===== src/verilog/pa_mux_pkg.sv =====
// Package: register map, field positions, reset values and modes
// for the port A pin-function block.
// Assumes a 32-bit APB register bus with word-aligned registers.
package pa_mux_pkg;

  // ---------------------------------------------------------------
  // Register byte offsets
  // ---------------------------------------------------------------
  localparam logic [7:0] OFS_CPU_CTRL  = 8'h00;
  localparam logic [7:0] OFS_IF_CFG    = 8'h04;
  localparam logic [7:0] OFS_PA_CFG    = 8'h08;
  localparam logic [7:0] OFS_IRQ_TYPE  = 8'h0C;
  localparam logic [7:0] OFS_FIFO_POL  = 8'h10;
  localparam logic [7:0] OFS_WAKE_CTRL = 8'h14;
  localparam logic [7:0] OFS_PA_OE     = 8'h18;
  localparam logic [7:0] OFS_PA_OUT    = 8'h1C;
  localparam logic [7:0] OFS_PA_PINS   = 8'h20;
  localparam logic [7:0] OFS_SUSPEND   = 8'h24;
  localparam logic [7:0] OFS_IRQ_STAT  = 8'h28;
  localparam logic [7:0] OFS_IRQ_MASK  = 8'h2C;

  // ---------------------------------------------------------------
  // Field positions
  // ---------------------------------------------------------------
  localparam int CPU_TRI_BIT    = 1;  // Clock output tri-state
  localparam int CPU_SPD_LO     = 3;  // Clock speed field [4:3]
  localparam int PA_CFG_EXT_INTERRUPT_0_INPUT    = 0;  // Bit 0 is interrupt 0 input
  localparam int PA_CFG_EXT_INTERRUPT_1_INPUT    = 1;  // Bit 1 is interrupt 1 input
  localparam int IRQ_TYPE_IT0   = 0;  // Interrupt 0 trigger type
  localparam int IRQ_TYPE_IT1   = 2;  // Interrupt 1 trigger type
  localparam int FIFO_POL_OE    = 4;  // Output-enable polarity
  localparam int WAKE_EN_BIT    = 1;  // Second wake enable
  localparam int WAKE_POL_BIT   = 4;  // Second wake polarity
  localparam int WAKE_SEL_BIT   = 7;  // Bit 3 wake function select
  localparam int SUSP_REQ_BIT   = 0;  // Suspend request / state
  localparam int ST_EXT_INTERRUPT_0_INPUT        = 0;  // Status: interrupt 0
  localparam int ST_EXT_INTERRUPT_1_INPUT        = 1;  // Status: interrupt 1
  localparam int ST_WAKE        = 2;  // Status: wake-up
  localparam int ST_REFUSED     = 3;  // Status: suspend refused
  localparam int NUM_EVENTS     = 4;

  // ---------------------------------------------------------------
  // Reset values
  // ---------------------------------------------------------------
  localparam logic [7:0] RST_CPU_CTRL  = 8'h00;
  localparam logic [1:0] RST_IF_CFG    = 2'h0;
  localparam logic [7:0] RST_BYTE      = 8'h00;
  localparam logic [3:0] RST_NIBBLE    = 4'h0;

  // ---------------------------------------------------------------
  // Modes
  // ---------------------------------------------------------------
  localparam logic [1:0] SPD_12 = 2'h0;
  localparam logic [1:0] SPD_24 = 2'h1;
  localparam logic [1:0] IF_PORT_A   = 2'h0;
  localparam logic [1:0] IF_PORT_B   = 2'h1;
  localparam logic [1:0] IF_MASTER   = 2'h2;
  localparam logic [1:0] IF_SLAVE    = 2'h3;

  typedef enum logic {PW_RUN, PW_SUSPENDED} power_e;

endpackage


===== src/verilog/irq_input_sense.sv =====
// Active-low external interrupt input conditioner.
// Assumes the pin is already synchronous to the clock.
`timescale 1ns/10ps
module irq_input_sense
  import pa_mux_pkg::*;
(
  // Clock and reset
  input  wire logic clk,
  input  wire logic rst_n,
  // Pin and mode
  input  wire logic pin_n,
  input  wire logic edge_mode,
  input  wire logic active,
  // Request to the status register
  output logic      request
);

  logic prev_q;
  logic prev_d;
  logic req_q;
  logic req_d;

  // Edge mode fires on a falling edge, level mode while low
  always_comb begin
    prev_d = pin_n;
    if (!active) begin
      req_d = 1'b0;
    end else if (edge_mode) begin
      req_d = prev_q & ~pin_n;
    end else begin
      req_d = ~pin_n;
    end
  end

  // Holds the previous pin level and the registered request
  always_ff @(posedge clk or negedge rst_n) begin
    if (!rst_n) begin
      prev_q <= 1'b1;
      req_q  <= 1'b0;
    end else begin
      prev_q <= prev_d;
      req_q  <= req_d;
    end
  end

  assign request = req_q;

endmodule


===== src/verilog/port_a_pin_function_select.sv =====
// Port A bits 0..3 and clock output pin-function selection, with
// APB registers, sticky interrupt status and suspend/wake control.
// Assumes synchronous pins, a 20 MHz CLOCK and phase-locked 12, 24
// and 48 MHz clock sources supplied from outside.
//
// Implementation choices: the address map and the APB slave port.
`timescale 1ns/10ps
module port_a_pin_function_select
  import pa_mux_pkg::*;
(
  // Clock and reset
  input  wire logic        CLOCK,
  input  wire logic        RESETN,
  // APB slave
  input  wire logic        PSEL,
  input  wire logic        PENABLE,
  input  wire logic        PWRITE,
  input  wire logic [7:0]  PADDR,
  input  wire logic [31:0] PWDATA,
  output logic [31:0]      PRDATA,
  output logic             PREADY,
  output logic             PSLVERR,
  // Locked clock sources
  input  wire logic        CLK12_SRC,
  input  wire logic        CLK24_SRC,
  input  wire logic        CLK48_SRC,
  // Clock output pin
  output logic             CLOCK_OUTPUT_PIN_O,
  output logic             CLOCK_OUTPUT_PIN_OE_N,
  // Port A bits 0..3 pins
  input  wire logic [3:0]  PORT_A_IN,
  output logic [3:0]       PORT_A_OUT,
  output logic [3:0]       PORT_A_OE_N,
  // Slave FIFO data bus drive enable
  output logic             FIFO_DRIVE_EN,
  // Interface mode for the rest of the chip
  output logic [1:0]       INTERFACE_MODE,
  // Power control
  output logic             OSC_RUN,
  output logic             SUSPENDED,
  // Interrupt
  output logic             IRQ
);

  // -------------------------------------------------------------
  // Reset release
  // -------------------------------------------------------------
  logic rst_meta_q;
  logic rst_n;

  // Two-stage release of the asynchronous reset
  always_ff @(posedge CLOCK or negedge RESETN) begin
    if (!RESETN) begin
      rst_meta_q <= 1'b0;
      rst_n      <= 1'b0;
    end else begin
      rst_meta_q <= 1'b1;
      rst_n      <= rst_meta_q;
    end
  end

  // -------------------------------------------------------------
  // Register decode
  // -------------------------------------------------------------
  function automatic logic hit(input logic [7:0] a,
                               input logic [7:0] ofs);
    hit = (a == ofs);
  endfunction

  function automatic logic mapped(input logic [7:0] a);
    mapped = hit(a, OFS_CPU_CTRL)  | hit(a, OFS_IF_CFG)   |
             hit(a, OFS_PA_CFG)    | hit(a, OFS_IRQ_TYPE) |
             hit(a, OFS_FIFO_POL)  | hit(a, OFS_WAKE_CTRL) |
             hit(a, OFS_PA_OE)     | hit(a, OFS_PA_OUT)   |
             hit(a, OFS_PA_PINS)   | hit(a, OFS_SUSPEND)  |
             hit(a, OFS_IRQ_STAT)  | hit(a, OFS_IRQ_MASK);
  endfunction

  logic setup;
  logic wr;

  // Setup phase captures read data; write lands in access phase
  assign setup  = PSEL & ~PENABLE;
  assign wr     = PSEL & PENABLE & PWRITE;
  assign PREADY = PSEL & PENABLE;

  // -------------------------------------------------------------
  // Configuration registers
  // -------------------------------------------------------------
  logic [7:0] cpu_ctrl_q, cpu_ctrl_d;
  logic [1:0] if_cfg_q, if_cfg_d;
  logic [7:0] pa_cfg_q, pa_cfg_d;
  logic [7:0] irq_type_q, irq_type_d;
  logic [7:0] fifo_pol_q, fifo_pol_d;
  logic [7:0] wake_ctrl_q, wake_ctrl_d;
  logic [3:0] pa_oe_q, pa_oe_d;
  logic [3:0] pa_out_q, pa_out_d;
  logic [NUM_EVENTS-1:0] irq_mask_q, irq_mask_d;

  // Software writes to the configuration registers
  always_comb begin
    cpu_ctrl_d  = cpu_ctrl_q;
    if_cfg_d    = if_cfg_q;
    pa_cfg_d    = pa_cfg_q;
    irq_type_d  = irq_type_q;
    fifo_pol_d  = fifo_pol_q;
    wake_ctrl_d = wake_ctrl_q;
    pa_oe_d     = pa_oe_q;
    pa_out_d    = pa_out_q;
    irq_mask_d  = irq_mask_q;
    if (wr) begin
      if (hit(PADDR, OFS_CPU_CTRL))  cpu_ctrl_d  = PWDATA[7:0];
      if (hit(PADDR, OFS_IF_CFG))    if_cfg_d    = PWDATA[1:0];
      if (hit(PADDR, OFS_PA_CFG))    pa_cfg_d    = PWDATA[7:0];
      if (hit(PADDR, OFS_IRQ_TYPE))  irq_type_d  = PWDATA[7:0];
      if (hit(PADDR, OFS_FIFO_POL))  fifo_pol_d  = PWDATA[7:0];
      if (hit(PADDR, OFS_WAKE_CTRL)) wake_ctrl_d = PWDATA[7:0];
      if (hit(PADDR, OFS_PA_OE))     pa_oe_d     = PWDATA[3:0];
      if (hit(PADDR, OFS_PA_OUT))    pa_out_d    = PWDATA[3:0];
      if (hit(PADDR, OFS_IRQ_MASK)) begin
        irq_mask_d = PWDATA[NUM_EVENTS-1:0];
      end
    end
  end

  // Configuration state; reset gives 12 MHz, port mode, all inputs
  always_ff @(posedge CLOCK or negedge rst_n) begin
    if (!rst_n) begin
      cpu_ctrl_q  <= RST_CPU_CTRL;
      if_cfg_q    <= RST_IF_CFG;
      pa_cfg_q    <= RST_BYTE;
      irq_type_q  <= RST_BYTE;
      fifo_pol_q  <= RST_BYTE;
      wake_ctrl_q <= RST_BYTE;
      pa_oe_q     <= RST_NIBBLE;
      pa_out_q    <= RST_NIBBLE;
      irq_mask_q  <= '0;
    end else begin
      cpu_ctrl_q  <= cpu_ctrl_d;
      if_cfg_q    <= if_cfg_d;
      pa_cfg_q    <= pa_cfg_d;
      irq_type_q  <= irq_type_d;
      fifo_pol_q  <= fifo_pol_d;
      wake_ctrl_q <= wake_ctrl_d;
      pa_oe_q     <= pa_oe_d;
      pa_out_q    <= pa_out_d;
      irq_mask_q  <= irq_mask_d;
    end
  end

  // -------------------------------------------------------------
  // Clock output pin
  // -------------------------------------------------------------
  logic [1:0] speed;

  assign speed = cpu_ctrl_q[CPU_SPD_LO+1:CPU_SPD_LO];

  // Source select and tri-state
  always_comb begin
    case (speed)
      SPD_12:  CLOCK_OUTPUT_PIN_O = CLK12_SRC;
      SPD_24:  CLOCK_OUTPUT_PIN_O = CLK24_SRC;
      default: CLOCK_OUTPUT_PIN_O = CLK48_SRC;
    endcase
    CLOCK_OUTPUT_PIN_OE_N = cpu_ctrl_q[CPU_TRI_BIT];
  end

  // -------------------------------------------------------------
  // Pin functions
  // -------------------------------------------------------------
  logic       ext_interrupt_0_input_sel;
  logic       ext_interrupt_1_input_sel;
  logic       oe_sel;
  logic       wake_sel;
  logic [3:0] alt_fn;
  logic [3:0] pa_out_r_q;
  logic [3:0] pa_oe_n_q, pa_oe_n_d;

  assign ext_interrupt_0_input_sel = pa_cfg_q[PA_CFG_EXT_INTERRUPT_0_INPUT];
  assign ext_interrupt_1_input_sel = pa_cfg_q[PA_CFG_EXT_INTERRUPT_1_INPUT];
  assign oe_sel   = (if_cfg_q == IF_SLAVE);
  assign wake_sel = wake_ctrl_q[WAKE_SEL_BIT] & ~pa_oe_q[3];
  assign alt_fn   = {wake_sel, oe_sel, ext_interrupt_1_input_sel, ext_interrupt_0_input_sel};

  // Alternate functions are inputs only, so their drivers stay off
  always_comb begin
    pa_oe_n_d = ~(pa_oe_q & ~alt_fn);
  end

  // Registered pin drive
  always_ff @(posedge CLOCK or negedge rst_n) begin
    if (!rst_n) begin
      pa_out_r_q <= RST_NIBBLE;
      pa_oe_n_q  <= 4'hF;
    end else begin
      pa_out_r_q <= pa_out_q;
      pa_oe_n_q  <= pa_oe_n_d;
    end
  end

  assign PORT_A_OUT     = pa_out_r_q;
  assign PORT_A_OE_N    = pa_oe_n_q;
  assign INTERFACE_MODE = if_cfg_q;

  // FIFO drivers enabled when the pin matches its active level
  assign FIFO_DRIVE_EN = oe_sel &
    (PORT_A_IN[2] == fifo_pol_q[FIFO_POL_OE]);

  // -------------------------------------------------------------
  // External interrupt inputs
  // -------------------------------------------------------------
  logic [1:0] int_req;
  logic [1:0] int_edge;

  assign int_edge = {irq_type_q[IRQ_TYPE_IT1], irq_type_q[IRQ_TYPE_IT0]};

  // One conditioner per interrupt input
  genvar gi;
  generate
    for (gi = 0; gi < 2; gi++) begin : g_int
      irq_input_sense u_sense (
        .clk       (CLOCK),
        .rst_n     (rst_n),
        .pin_n     (PORT_A_IN[gi]),
        .edge_mode (int_edge[gi]),
        .active    (alt_fn[gi]),
        .request   (int_req[gi])
      );
    end
  endgenerate

  // -------------------------------------------------------------
  // Second wake input and suspend control
  // -------------------------------------------------------------
  logic   wake_en;
  logic   wake_asserted;
  logic   wake_prev_q, wake_prev_d;
  logic   wake_toggle;
  logic   susp_req;
  logic   refuse;
  logic   wake_evt;
  power_e pw_q, pw_d;

  assign wake_en       = wake_sel & wake_ctrl_q[WAKE_EN_BIT];
  assign wake_asserted = wake_en &
    (PORT_A_IN[3] == wake_ctrl_q[WAKE_POL_BIT]);
  assign wake_toggle   = wake_en & (PORT_A_IN[3] != wake_prev_q);
  assign susp_req      = wr & hit(PADDR, OFS_SUSPEND) &
                         PWDATA[SUSP_REQ_BIT];

  // Power state sequencing
  always_comb begin
    pw_d        = pw_q;
    wake_prev_d = PORT_A_IN[3];
    refuse      = 1'b0;
    wake_evt    = 1'b0;
    case (pw_q)
      PW_RUN: begin
        if (susp_req) begin
          if (wake_asserted) begin
            refuse = 1'b1;
          end else begin
            pw_d = PW_SUSPENDED;
          end
        end
      end
      PW_SUSPENDED: begin
        if (wake_toggle) begin
          pw_d     = PW_RUN;
          wake_evt = 1'b1;
        end
      end
      default: pw_d = PW_RUN;
    endcase
  end

  // Power state and previous wake pin level
  always_ff @(posedge CLOCK or negedge rst_n) begin
    if (!rst_n) begin
      pw_q        <= PW_RUN;
      wake_prev_q <= 1'b1; // Idle level of the pulled-up pin
    end else begin
      pw_q        <= pw_d;
      wake_prev_q <= wake_prev_d;
    end
  end

  assign SUSPENDED = (pw_q == PW_SUSPENDED);
  assign OSC_RUN   = (pw_q == PW_RUN);

  // -------------------------------------------------------------
  // Interrupt status
  // -------------------------------------------------------------
  logic [NUM_EVENTS-1:0] events;
  logic [NUM_EVENTS-1:0] irq_stat_q, irq_stat_d;

  assign events = {refuse, wake_evt, int_req};

  // Sticky bits, write one to clear; a new event wins over a clear
  always_comb begin
    irq_stat_d = irq_stat_q;
    if (wr && hit(PADDR, OFS_IRQ_STAT)) begin
      irq_stat_d = irq_stat_q & ~PWDATA[NUM_EVENTS-1:0];
    end
    irq_stat_d = irq_stat_d | events;
  end

  // Status register
  always_ff @(posedge CLOCK or negedge rst_n) begin
    if (!rst_n) begin
      irq_stat_q <= '0;
    end else begin
      irq_stat_q <= irq_stat_d;
    end
  end

  assign IRQ = |(irq_stat_q & irq_mask_q);

  // -------------------------------------------------------------
  // APB read data and error
  // -------------------------------------------------------------
  logic [31:0] rdata_q, rdata_d;
  logic        err_q, err_d;

  // Read mux evaluated in the setup phase
  always_comb begin
    rdata_d = rdata_q;
    err_d   = err_q;
    if (setup) begin
      rdata_d = '0;
      err_d   = ~mapped(PADDR);
      case (PADDR)
        OFS_CPU_CTRL:  rdata_d[7:0] = cpu_ctrl_q;
        OFS_IF_CFG:    rdata_d[1:0] = if_cfg_q;
        OFS_PA_CFG:    rdata_d[7:0] = pa_cfg_q;
        OFS_IRQ_TYPE:  rdata_d[7:0] = irq_type_q;
        OFS_FIFO_POL:  rdata_d[7:0] = fifo_pol_q;
        OFS_WAKE_CTRL: rdata_d[7:0] = wake_ctrl_q;
        OFS_PA_OE:     rdata_d[3:0] = pa_oe_q;
        OFS_PA_OUT:    rdata_d[3:0] = pa_out_q;
        OFS_PA_PINS:   rdata_d[3:0] = PORT_A_IN;
        OFS_SUSPEND:   rdata_d[SUSP_REQ_BIT] = SUSPENDED;
        OFS_IRQ_STAT:  rdata_d[NUM_EVENTS-1:0] = irq_stat_q;
        OFS_IRQ_MASK:  rdata_d[NUM_EVENTS-1:0] = irq_mask_q;
        default:       rdata_d = '0;
      endcase
    end
  end

  // Read data and error flops
  always_ff @(posedge CLOCK or negedge rst_n) begin
    if (!rst_n) begin
      rdata_q <= '0;
      err_q   <= 1'b0;
    end else begin
      rdata_q <= rdata_d;
      err_q   <= err_d;
    end
  end

  assign PRDATA  = rdata_q;
  assign PSLVERR = PREADY & err_q;

endmodule


===== config.mk =====
export PLATFORM = sky130hd
export DESIGN_NAME = port_a_pin_function_select
export DESIGN_NICKNAME = d
export VERILOG_FILES = /design/src/verilog/pa_mux_pkg.sv /design/src/verilog/irq_input_sense.sv /design/src/verilog/port_a_pin_function_select.sv
export SDC_FILE = /design/constraint.sdc
export NUM_CORES = 1
export LEC_CHECK = 0
export BUFFER_PORTS_ARGS = -buffer_cell sky130_fd_sc_hd__clkbuf_2
export CAP_MARGIN = 40
export CELL_PAD_IN_SITES_DETAIL_PLACEMENT = 1
export CELL_PAD_IN_SITES_GLOBAL_PLACEMENT = 1
export CORE_MARGIN = 2
export CORE_UTILIZATION = 42
export DETAILED_ROUTE_END_ITERATION = 8
export HOLD_SLACK_MARGIN = 0.08
export PLACE_DENSITY_LB_ADDON = 0.1
export SLEW_MARGIN = 20
export SYNTH_ARGS = -nofsm -noshare
export SYNTH_HDL_FRONTEND = slang
export SYNTH_SLANG_ARGS = --single-unit

===== constraint.sdc =====
create_clock -name CLOCK -period 2.87 [get_ports CLOCK]
set_input_delay 0.1435 -clock CLOCK [delete_from_list [all_inputs] [get_ports CLOCK]]
set_output_delay 0.1435 -clock CLOCK [all_outputs]
set_load 0.1 [all_outputs]

==> metrics <==
outcome completed; ys async rst share 1.00; worst endpoint required time 2.73 ns; RSZ-0062 raised after global routing no; power density over the cells 534 mW/mm²; Arr. time, crit path 1.54 ns; TritonCTS Sinks 83; Die Wd 103 µm; htree depth 3; Max clock buf depth 2; synthesized cell area 0.00410 mm²; fin crit share 0.587; combinational share of power 0.154; Rows 36; DR vias 2,828; ys flop type dfrtp_1; die height 103 µm; dpl hpwl 7510 µm; Synth Warn # 0; DRC Markers 0; Net Sw Frac 0.303; Area after DPL 0.00443 mm²; Post-CTS Resized 0; global route overflow 0; Seq/Total Area, Yosys 0.509; largest net degree at the start of global routing 55; Critical Path Source Type flop; fmax 0.594 GHz; Max rail drop VDD 0.377 mV; CP Max Fanout 3; # diodes 0; die area 0.0106 mm²; All-Layer GR Usage 0.217; CP peak stage delay 0.48 ns; number of global-route vias before repair 2,977; critical path type flop to output port; clock network power share 0.360; # nets final 455; Seq pwr share 0.485; share of cells above drive strength 1 0.395; fin crit period 1.68 ns; Internal 0.00176 W; crit path cell chain mux2i_1 -> o21ai_0 -> clkbuf_2; total core area 0.00964 mm²; #FFs+latches synth 83; Critical Path Sink Type output port; CP max-delay cell clkbuf_2; Fin. Hold Viols 0; EDFF count, synth 0; clk slew on worst S/H paths 0.08 ns; Inst Count DP 517; Initial Utilization 0.425; Inserted Clock Buffers 9; TritonCTS clock tree done; io pins 102; Worst Tran Pin Value 0.727 ns; Post-Layout Cell Count 541; Buf/Inv on CP 1; pins over their slew limit 0; Clock Latency Late Sink 0.36 ns; drt initial violations 134; Hold Path Class primary input to asynchronous set/reset pin; Post-Syn Area per Cell 12.0 µm²; Layout area overhead 15.1%; Leakage Power 2.33 nW; Routed WL per cell 19.5 µm; vias per cell 5.23; DRT antenna net count 0; Final Instance Area 0.00472 mm²; Max Cap Viol 0; crit-path leading delay family buffers and inverters; final core utilization 0.490; gpl congestion 0.895; IO Port Bufs 53; Mapped Cells 341; first-pass GRT wire length 16,600 µm; setup TNS 0 ns; worst clock skew 0.0108 ns; CTS root buffer clkbuf_8; final setup fails 0; slew margin rel. 0.514; total iterations of the first detailed-routing run 4; count of cell types in the netlist 54; switching power 0.000766 W; initial antenna violation count 0; Routed WL 10,500 µm
## cells in the mapped netlist (4+ instances only)
master / count / share of area
dfstp_2: 7 / 0.045
mux2_4: 8 / 0.029
nand2b_1: 6 / 0.0092
and3_1: 4 / 0.0061
o21ai_0: 11 / 0.013
nand2_2: 4 / 0.0061
mux2i_1: 11 / 0.027
buf_4: 24 / 0.044
a22oi_1: 9 / 0.016
buf_2: 8 / 0.0098
dfrtp_1: 76 / 0.46
nor2b_1: 4 / 0.0061
a22o_1: 5 / 0.011
nand3_1: 4 / 0.0049
clkbuf_1: 4 / 0.0037
mux2_2: 53 / 0.15
a21oi_1: 6 / 0.0073
nor2_1: 12 / 0.011
nand2_1: 29 / 0.027
## cell usage in the layout (no fill, tap or decap), drive strengths merged, types with 8 or more instances in the layout
master,n
dfrtp,76
clkbuf,63
mux2,61
nand2,34
conb,25
nor2,14
o21ai,13
mux2i,11
a22oi,9
dlygate4sd3,8
a21oi,8
## timing repair
action / 4_1_cts / 5_1_grt
buffers inserted: 0 / 0
hold buffers: 8 / 0
hold endpoints to repair: 19 / 0
## power groups by stage
stage               logic, W  clock network (W)  registers (W)
floorplan           0.000268                  0        0.00130
global placement    0.000359                  0        0.00126
detailed placement  0.000382                  0        0.00125
CTS                 0.000391           0.000932        0.00123
global route        0.000411           0.000971        0.00123
finish              0.000389           0.000909        0.00123
## sequential cells by signal, indices dropped and copies added, names as in the netlist
register and count:
SUSPENDED 1, g_int.u_sense.prev_q 2, rst_meta_q 1, wake_ctrl_q 8, pa_oe_q 4, err_q 1, cpu_ctrl_q 8, PRDATA 8
irq_type_q 8, irq_mask_q 4, g_int.u_sense.request 2, pa_cfg_q 8, pa_out_q 4, PORT_A_OE_N 4, PORT_A_OUT 4, INTERFACE_MODE 2
wake_prev_q 1, fifo_pol_q 8, rst_n 1, irq_stat_q 4
## routing by layer
layer | global-route usage | share of wire | vias up
met5 | 0 | 0 | -
met4 | 0.0719 | 0.016 | 0
met3 | 0.0414 | 0.045 | 13
met2 | 0.338 | 0.46 | 78
met1 | 0.306 | 0.47 | 1437
li1 | - | - | 1300
## worst paths after layout
check / start / cells after the start / slack [ns] / endpoint
worst min-delay path: RESETN / 2 / 0.10 / rst_meta_q
max in group asynchronous: rst_n / 1 / 1.98 / PORT_A_OE_N[3]
worst max register to register: irq_type_q[2] / 5 / 1.39 / PRDATA[2]
worst max-delay path: cpu_ctrl_q[3] / 3 / 1.19 / CLOCK_OUTPUT_PIN_O
worst min register to register: rst_n / 0 / 0.25 / irq_stat_q[3]
min in group CLOCK: PWDATA[3] / 2 / 0.17 / wake_ctrl_q[3]
## metrics by stage
step           total power (W)  setup WS (ns)  hold WS, ns
2_1_floorplan          0.00157          0.128       -0.152
3_3_place_gp           0.00162          0.933      -0.0710
3_5_place_dp           0.00163          0.928      -0.0664
4_1_cts                0.00255           1.17       0.0854
5_1_grt                0.00261           1.14       0.0948
6_report               0.00252           1.19        0.101
## cell type report
class                      count  area [µm²]
timing repair buffer          65         395
clock inverter                 6        80.1
multi-input combinational    241        1850
sequential                    83        2090
fill                        1079        4920
tap                          133         166
clock buffer                  10         128
inverter                       3        11.3
## kinds of logic (layout without fill, tap and decap cells)
kind of cell / count (synthesis) / after routing / share of synthesized area
simple gates: 87 / 87 / 0.128
compound gates: 54 / 54 / 0.0921
other cells: 2 / 25 / 0.00183
mux: 72 / 72 / 0.202
buf+inv: 40 / 84 / 0.0610
xor+xnor: 3 / 3 / 0.00641
flops: 83 / 83 / 0.509
(Power assumes the default switching activity.)
